`src/hdl/ligc_pkg.sv`:
```
// Package for the line interface global control register block.
// Assumes one 20 MHz system clock and an 8-bit processor write/read port.
package ligc_pkg;
    localparam int LIGC_CHANNELS = 8;
    localparam logic [7:0] LIGC_CTRL0_RESET = 8'h00;
    localparam logic [7:0] LIGC_CTRL0_WMASK = 8'h7B;
    localparam int LIGC_BIT_ALLONES = 6;
    localparam int LIGC_BIT_RXEDGE = 5;
    localparam int LIGC_BIT_TXEDGE = 4;
    localparam int LIGC_BIT_POLARITY = 3;
    localparam int LIGC_BIT_GIE = 1;
    localparam int LIGC_BIT_SOFTWARE_DEVICE_RESET = 0;
    localparam int LIGC_CLK_HZ = 20000000;
    localparam int LIGC_SOFTWARE_DEVICE_RESET_HOLD_NS = 10000;
    // Strictly longer than the hold: floor of cycles, plus one
    localparam int LIGC_SOFTWARE_DEVICE_RESET_HOLD_CYC =
        (LIGC_SOFTWARE_DEVICE_RESET_HOLD_NS / (1000000000 / LIGC_CLK_HZ)) + 1;
    localparam int LIGC_SOFTWARE_DEVICE_RESET_PULSE_CYC = 4;
    localparam int LIGC_CNT_W = 9;
endpackage

```
`src/hdl/ligc_global_control.sv`:
```
// Global control register of an eight-channel line interface unit.
// Assumes wrEn/rdEn are single-cycle strobes synchronous to sys_clk and
// that channel status, enables and line clock come from outside the domain.
//
// Contract
// With all-ones enabled, a channel losing signal sends all ones.
// The receive edge bit picks rising (0) or falling (1) rail update.
// The transmit edge bit picks falling (0) or rising (1) rail sampling.
// The polarity bit inverts transmit inputs and receive outputs.
// With global enable clear no interrupt reaches the pin.
// The pin asserts only for sources enabled at both levels.
// The reset bit must stay one longer than 10 us before reset starts.
// Software reset clears internal circuits but not register bits.
// Interrupt is global enable AND the OR of status AND enable.
`timescale 1ns/1ps
module ligc_global_control
    import ligc_pkg::*;
(
    input wire logic sys_clk,
    input wire logic reset_n,
    input wire logic wrEn,
    input wire logic rdEn,
    input wire logic [7:0] wrData,
    output logic [7:0] rdData,
    input wire logic [7:0] receive_signal_loss,
    input wire logic [7:0] sourceStatus,
    input wire logic [7:0] sourceEnable,
    input wire logic transmit_line_clock,
    input wire logic [7:0] transmit_positive_rail,
    input wire logic [7:0] transmit_negative_rail,
    input wire logic [7:0] recoveredPos,
    input wire logic [7:0] recoveredNeg,
    input wire logic [7:0] framerTxData,
    output logic [7:0] receive_positive_rail,
    output logic [7:0] receive_negative_rail,
    output logic [7:0] txSamplePos,
    output logic [7:0] txSampleNeg,
    output logic [7:0] framerLineData,
    output logic intr_n,
    output logic internalReset
);
    // ------------------------------------------------------------
    // Register
    // ------------------------------------------------------------
    logic [7:0] line_interface_global_control_0;
    logic auto_all_ones_on_signal_loss;
    logic receive_output_edge_select;
    logic transmit_sample_edge_select;
    logic data_polarity_select;
    logic global_interrupt_enable;
    logic software_device_reset;

    assign auto_all_ones_on_signal_loss =
        line_interface_global_control_0[LIGC_BIT_ALLONES];
    assign receive_output_edge_select =
        line_interface_global_control_0[LIGC_BIT_RXEDGE];
    assign transmit_sample_edge_select =
        line_interface_global_control_0[LIGC_BIT_TXEDGE];
    assign data_polarity_select =
        line_interface_global_control_0[LIGC_BIT_POLARITY];
    assign global_interrupt_enable =
        line_interface_global_control_0[LIGC_BIT_GIE];
    assign software_device_reset =
        line_interface_global_control_0[LIGC_BIT_SOFTWARE_DEVICE_RESET];

    // Register untouched by soft reset
    always_ff @(posedge sys_clk or negedge reset_n) begin
        if (!reset_n) begin
            line_interface_global_control_0 <= LIGC_CTRL0_RESET;
        end else if (wrEn) begin
            line_interface_global_control_0 <= wrData & LIGC_CTRL0_WMASK;
        end
    end

    always_ff @(posedge sys_clk or negedge reset_n) begin
        if (!reset_n) begin
            rdData <= 8'h00;
        end else if (rdEn) begin
            rdData <= line_interface_global_control_0;
        end
    end

    // ------------------------------------------------------------
    // Software reset hold timer
    // ------------------------------------------------------------
    logic [LIGC_CNT_W-1:0] holdCount;
    logic [2:0] pulseCount;
    logic holdDone;

    // Hold must exceed 10 us
    always_ff @(posedge sys_clk or negedge reset_n) begin
        if (!reset_n) begin
            holdCount <= '0;
            holdDone <= 1'b0;
        end else if (!software_device_reset) begin
            holdCount <= '0;
            holdDone <= 1'b0;
        end else if (holdCount != LIGC_CNT_W'(LIGC_SOFTWARE_DEVICE_RESET_HOLD_CYC)) begin
            holdCount <= holdCount + LIGC_CNT_W'(1);
        end else begin
            holdDone <= 1'b1;
        end
    end

    // Fires once per hold; pulse stretched so slow logic sees it
    always_ff @(posedge sys_clk or negedge reset_n) begin
        if (!reset_n) begin
            pulseCount <= 3'h0;
        end else if (software_device_reset && !holdDone
                     && holdCount == LIGC_CNT_W'(LIGC_SOFTWARE_DEVICE_RESET_HOLD_CYC)) begin
            pulseCount <= 3'(LIGC_SOFTWARE_DEVICE_RESET_PULSE_CYC);
        end else if (pulseCount != 3'h0) begin
            pulseCount <= pulseCount - 3'h1;
        end
    end

    // Internal reset from timer
    always_ff @(posedge sys_clk or negedge reset_n) begin
        if (!reset_n) begin
            internalReset <= 1'b0;
        end else begin
            internalReset <= (pulseCount != 3'h0);
        end
    end

    // ------------------------------------------------------------
    // Input synchronisers
    // ------------------------------------------------------------
    logic [7:0] losMeta, losSync, statMeta, statSync, enMeta, enSync;
    logic [7:0] tpMeta, tpSync, tnMeta, tnSync;
    logic [7:0] rpMeta, rpSync, rnMeta, rnSync;
    logic clkMeta, clkSync, clkPrev;

    always_ff @(posedge sys_clk or negedge reset_n) begin
        if (!reset_n) begin
            {losMeta, losSync, statMeta, statSync} <= '0;
            {enMeta, enSync, tpMeta, tpSync, tnMeta, tnSync} <= '0;
            {rpMeta, rpSync, rnMeta, rnSync} <= '0;
            {clkMeta, clkSync, clkPrev} <= 3'h0;
        end else begin
            losMeta <= receive_signal_loss;
            losSync <= losMeta;
            statMeta <= sourceStatus;
            statSync <= statMeta;
            enMeta <= sourceEnable;
            enSync <= enMeta;
            tpMeta <= transmit_positive_rail;
            tpSync <= tpMeta;
            tnMeta <= transmit_negative_rail;
            tnSync <= tnMeta;
            rpMeta <= recoveredPos;
            rpSync <= rpMeta;
            rnMeta <= recoveredNeg;
            rnSync <= rnMeta;
            clkMeta <= transmit_line_clock;
            clkSync <= clkMeta;
            clkPrev <= clkSync;
        end
    end

    logic clkRise, clkFall, txStrobe, rxStrobe;
    assign clkRise = clkSync && !clkPrev;
    assign clkFall = !clkSync && clkPrev;
    // Transmit sample edge
    assign txStrobe = transmit_sample_edge_select ? clkRise : clkFall;
    // Receive update edge
    assign rxStrobe = receive_output_edge_select ? clkFall : clkRise;

    // ------------------------------------------------------------
    // Data paths
    // ------------------------------------------------------------
    // Polarity on transmit sampling
    always_ff @(posedge sys_clk or negedge reset_n) begin
        if (!reset_n) begin
            txSamplePos <= 8'h00;
            txSampleNeg <= 8'h00;
        end else if (internalReset) begin
            txSamplePos <= 8'h00;
            txSampleNeg <= 8'h00;
        end else if (txStrobe) begin
            txSamplePos <= tpSync ^ {8{data_polarity_select}};
            txSampleNeg <= tnSync ^ {8{data_polarity_select}};
        end
    end

    // Polarity on receive outputs
    always_ff @(posedge sys_clk or negedge reset_n) begin
        if (!reset_n) begin
            receive_positive_rail <= 8'h00;
            receive_negative_rail <= 8'h00;
        end else if (internalReset) begin
            receive_positive_rail <= 8'h00;
            receive_negative_rail <= 8'h00;
        end else if (rxStrobe) begin
            receive_positive_rail <= rpSync ^ {8{data_polarity_select}};
            receive_negative_rail <= rnSync ^ {8{data_polarity_select}};
        end
    end

    // All ones on signal loss
    always_ff @(posedge sys_clk or negedge reset_n) begin
        if (!reset_n) begin
            framerLineData <= 8'h00;
        end else if (internalReset) begin
            framerLineData <= 8'h00;
        end else begin
            framerLineData <= auto_all_ones_on_signal_loss
                ? (framerTxData | losSync) : framerTxData;
        end
    end

    // Two-level interrupt gating
    always_ff @(posedge sys_clk or negedge reset_n) begin
        if (!reset_n) begin
            intr_n <= 1'b1;
        end else if (internalReset) begin
            intr_n <= 1'b1;
        end else begin
            intr_n <= !(global_interrupt_enable && |(statSync & enSync));
        end
    end
endmodule

```
`config.mk`:
```
export PLATFORM = sky130hd
export DESIGN_NAME = ligc_global_control
export DESIGN_NICKNAME = d
export VERILOG_FILES = /design/src/hdl/ligc_pkg.sv /design/src/hdl/ligc_global_control.sv
export SDC_FILE = /design/constraint.sdc
export NUM_CORES = 1
export LEC_CHECK = 0
export ABC_AREA = 1
export BUFFER_PORTS_ARGS = -buffer_cell sky130_fd_sc_hd__buf_4
export CORE_UTILIZATION = 40
export CTS_BUF_LIST = sky130_fd_sc_hd__clkbuf_4
export CTS_CLUSTER_DIAMETER = 120
export DETAILED_ROUTE_END_ITERATION = 6
export PLACE_DENSITY = 0.65
export SYNTH_ARGS = -nofsm -noshare
export SYNTH_HDL_FRONTEND = slang
export SYNTH_SLANG_ARGS = --single-unit
```
`constraint.sdc`:
```
create_clock -name sys_clk -period 1.4 [get_ports sys_clk]
set_input_delay 0.21 -clock sys_clk [delete_from_list [all_inputs] [get_ports sys_clk]]
set_output_delay 0.21 -clock sys_clk [all_outputs]
set_load 0.01 [all_outputs]
```
After elaboration in Yosys (flattened, before gate mapping):

Index checks and enable logic that the tools add are counted.

* bits in registers: 182
* input bits: 77
* output and inout port bits: 50
* word-level logic and storage cells: 74

* add/subtract/negate cells: 2
* equality and inequality tests: 4
* multiplexer cells: 19
* bitwise logic cells: 6
* reductions and logical operators: 14

Operators by type and width (number)
* two-way mux 8 bit: 10
* bitwise XOR 8 bit: 4
* two-way mux 9 bit: 2
* adder 9 x 1 -> 9 bit (second input constant): 1
* == test 9 x 8 -> 1 bit (second input constant): 1
* != test 9 x 8 -> 1 bit (second input constant): 1
* AND 8 bit: 1
* OR 8 bit: 1
* OR reduction 8 bit: 1
* two-way mux 3 bit: 2
* nonzero test 2 bit: 3
* logical AND 1 bit: 5
* two-way mux 1 bit: 5
* logical NOT 1 bit: 4
* nonzero test 3 bit: 1
* subtractor 3 x 1 -> 3 bit (second input constant): 1
* != test 2 x 1 -> 1 bit (second input constant): 1
* != test 2 bit (second input constant): 1

Depth between registers and ports, before layout:

* depth in word-level cells: 5
* gate-level depth with buffers: 9
* depth with buffers taken out: 9

Worst setup path after synthesis:

Ideal clock, no wire load.

* kind: register to register
* start: register internalReset
* end: register receive_negative_rail[4]
* library setup time: 117 ps
* arrival: 1030 ps
* required time: 1283 ps
* setup slack: 253 ps
* stages on the path, launching flop included: 7
* buffers on the path: 2
* period minus slack after synthesis: 1147 ps
* path through: dfrtp_1 > buf_2 > inv_2 > nand3_4 > buf_6 > nand3_1 > nand2_1

* cells in the longest elaborated chain, start to end: 1
* elaborated cells between the ends (all ways): 2
* classes of those cells: 1 x mux; 1 x reduce/logical

RTL lines
* start, declared: RTL line ligc_global_control.sv:40 `output logic internalReset`
* start signal, assigned: RTL line ligc_global_control.sv:122 `internalReset <= (pulseCount != 3'h0);`
* two-way mux 8 bit or nonzero test 2 bit (tied branches)
* end signal, assigned: RTL line ligc_global_control.sv:196 `receive_negative_rail <= rnSync ^ {8{data_polarity_select}};`
* end, declared: RTL line ligc_global_control.sv:35 `output logic [7:0] receive_negative_rail,`

Several ways; a longest one is shown, not always the timed one.
A chain may end at the register's enable or synchronous reset.

Worst setup path in the final report:

* start: register internalReset
* end: output internalReset

No word-level cell between the ends.

==> metrics.md <==
| Metric | Value |
|---|---|
| Number of flip-flops in the largest register | `9` |
| Ports | `127` |
| Starting Density | `41.2%` |
| PnR worst setup slack | `-63.4 ps` |
| Post-synth top area share | `72.1%` |
| Sw Pwr | `3110 uW` |
| Port Buffers | `122` |
| Register bit count reported by yosys | `182` |
| Top cells by count, synth | `dfrtp_1, nand2_1, nor2_1, nand3_1, nand4_1` |
| Status | `complete, but fails checks` |
| Post-route ant nets | `0` |
| Worst VDD drop | `0.000844 V` |
| CTS clock-pin slew for the worst setup and hold paths | `150 ps` |
| DR iter-0 viols | `332` |
| CTS tree | `yes` |
| Cell area after synthesis | `6280 um^2` |
| Final Cycle Share | `105%` |
| CTS HTree Levels | `4` |
| Final setup skew | `17.3 ps` |
| Chip width | `127 um` |
| Vias | `4823` |
| First-pass GRT wire length | `23.6 mm` |
| WL/cell | `14.0 um` |
| Worst EP required | `1190 ps` |
| Core Area | `15300 um^2` |
| Leakage power figure | `0.00444 uW` |
| Row count | `45` |
| Synth cell types | `19` |
| Drt drc | `0` |
| Seq pwr share | `54.2%` |
| Internal power | `7900 uW` |
| Largest net degree at the start of global routing | `66` |
| Fraction of layout cells with a size suffix above 1 | `26.6%` |
| Dpl cells | `885` |
| Crit-path max FO | `2` |
| Pwr Density | `1200 nW/um^2` |
| Clk buf depth | `2` |
| WS Path Type | `reg2out` |
| Vias per cell | `4.66` |
| Synth warn | `0` |
| Count leader, synth | `dfrtp_1` |
| Sw Share | `28.3%` |
| Initial antenna violation count | `1` |
| Inserted Clock Buffers | `17` |
| RSZ-0062 raised after global routing | `yes` |
| FMAX | `0.683 GHz` |
| Failing checks | `setup timing` |
| Wirelength, routed | `14.5 mm` |
| GR Overflow Total | `0` |
| Worst-Skew Late Latency | `580 ps` |
| Root Buffer | `clkbuf_4` |
| Die area | `16200 um^2` |
| Cell taking the most area after synthesis | `dfrtp_1` |
| Vias in the first global route | `4990` |
| Period minus WS final | `1460 ps` |
| Synthesized instance count | `560` |
| Crit start category | `register` |
| Max-capacitance violation count | `0` |
| Final Hold Fails | `0` |
| DRT Pass-1 Iters | `5` |
| Most used flip-flop cell after synthesis | `dfrtp_1` |
| DP Worst Slack | `153 ps` |
| Worst setup EP type | `output port` |
| Combinational share of power | `18.5%` |
| Seq/Total Area, Yosys | `72.5%` |
| Sink Count | `182` |
| Finished Layout Cells | `1034` |
| Gr usage total | `19.2%` |
| Fin nets | `889` |
| Post-synth ARST share | `100%` |
| Number of flops mapped to enable cells by yosys | `0` |
| Min-Delay Path Class | `in2async` |
| CP Data Arrival Time | `1250 ps` |
| GPL Wtd Cong | `0.781` |
| Fin. max-slew vios | `0` |
| Largest cells by area after synthesis | `dfrtp_1, nand2_1, nor2_1` |
| Area Overhead vs Synth | `45.6%` |
| Biggest register | `holdCount` |
| Clock share of power | `27.2%` |
| Final-report setup violation count | `2` |
| Die Y | `127 um` |
| Util after Layout | `59.9%` |
| Dpl hpwl | `8.65 mm` |
| Syn_area_per_cell | `11.2 um^2` |
==> stage by stage <==
stage | power (uW) | instance area [um^2] | hold WS [ps] | setup TNS (ps)
after floorplan | 6620 | 6280 | -85.6 | 0
after global placement | 7440 | 7530 | 119 | 0
after detailed placement | 7490 | 7530 | 119 | 0
after CTS | 10900 | 8940 | 30.2 | -295
after global routing | 11600 | 9140 | 36.0 | -924
final | 11000 | 9140 | 75.8 | -104
==> worst max-delay path, cell delays in order, from the launching register on <==
cell and delay [ps]:
dfrtp_2 450, buf_12 130, buf_6 110
==> area by class of cell <==
cell class | instances | area, um^2
multi-input combinational | 328 | 1530
inverter | 26 | 110
clock buffer | 17 | 128
antenna | 2 | 5.00
tap | 211 | 264
timing repair buffer | 253 | 2380
clock inverter | 15 | 170
sequential | 182 | 4560
fill | 1212 | 6120
==> layout by cell type, fill, tap and decap left out, types with 5 or more instances in the layout <==
master	Yosys	final
inv_8	0	7
a21oi_1	18	18
o21ai_0	9	9
nor2_1	97	96
dlygate4sd3_1	0	80
clkbuf_4	0	17
nand4_1	34	34
buf_6	2	46
nand3_1	40	40
buf_4	2	120
inv_1	25	25
dfrtp_1	181	179
buf_12	0	5
nand2_1	114	114
inv_6	0	5
==> power by group through the flow <==
| stage | clock, uW | combinational [uW] | sequential (uW) |
|---|---|---|---|
| after floorplan | 0 | 517 | 6100 |
| after global placement | 0 | 1420 | 6020 |
| after detailed placement | 0 | 1450 | 6040 |
| after CTS | 3090 | 1870 | 5960 |
| after global routing | 3310 | 2230 | 6020 |
| final | 3000 | 2040 | 5970 |
==> path summary, 6_finish.rpt <==
| check | startpoint | endpoint | slack (ps) | cells after the start |
|---|---|---|---|---|
| hold / removal | reset_n | rpSync[0] | 80 | 2 |
| setup / recovery | internalReset | internalReset | -60 | 2 |
| hold reg to reg | tnMeta[5] | tnSync[5] | 360 | 0 |
| min in group sys_clk | transmit_negative_rail[4] | tnMeta[4] | 260 | 2 |
| max in group asynchronous | reset_n | losMeta[0] | 780 | 3 |
| setup reg to reg | clkSync | receive_positive_rail[2] | 100 | 5 |
==> metal layers <==
metal	vias up	global-route usage [%]	wire (um)
met3	21	5.86	917
li1	2317	-	-
met2	156	32.7	7340
met4	0	8.68	239
met5	-	0	0
met1	2329	22.4	6000
==> kinds of logic (layout without fill, tap and decap cells) <==
family / Yosys count / in the layout / share of synthesized area, %
other cells: 1 / 4 / 0.0597
fa+ha+maj: 4 / 4 / 0.797
xor+xnor: 2 / 2 / 0.279
simple gates: 291 / 293 / 20.4
buf+inv: 53 / 311 / 3.80
flops: 182 / 182 / 72.5
compound gates: 27 / 27 / 2.15
==> repair_timing <==
item | in CTS | in global routing
gates resized for setup | 27 | 26
buffers inserted | 20 | 11
cloned | 2 | 2
hold buffers | 80 | 0
hold endpoints to repair | 259 | 0
setup endpoints to repair | 31 | 79
pin swaps | 1 | 1
No activity file was read; power rests on OpenSTA's default activity.
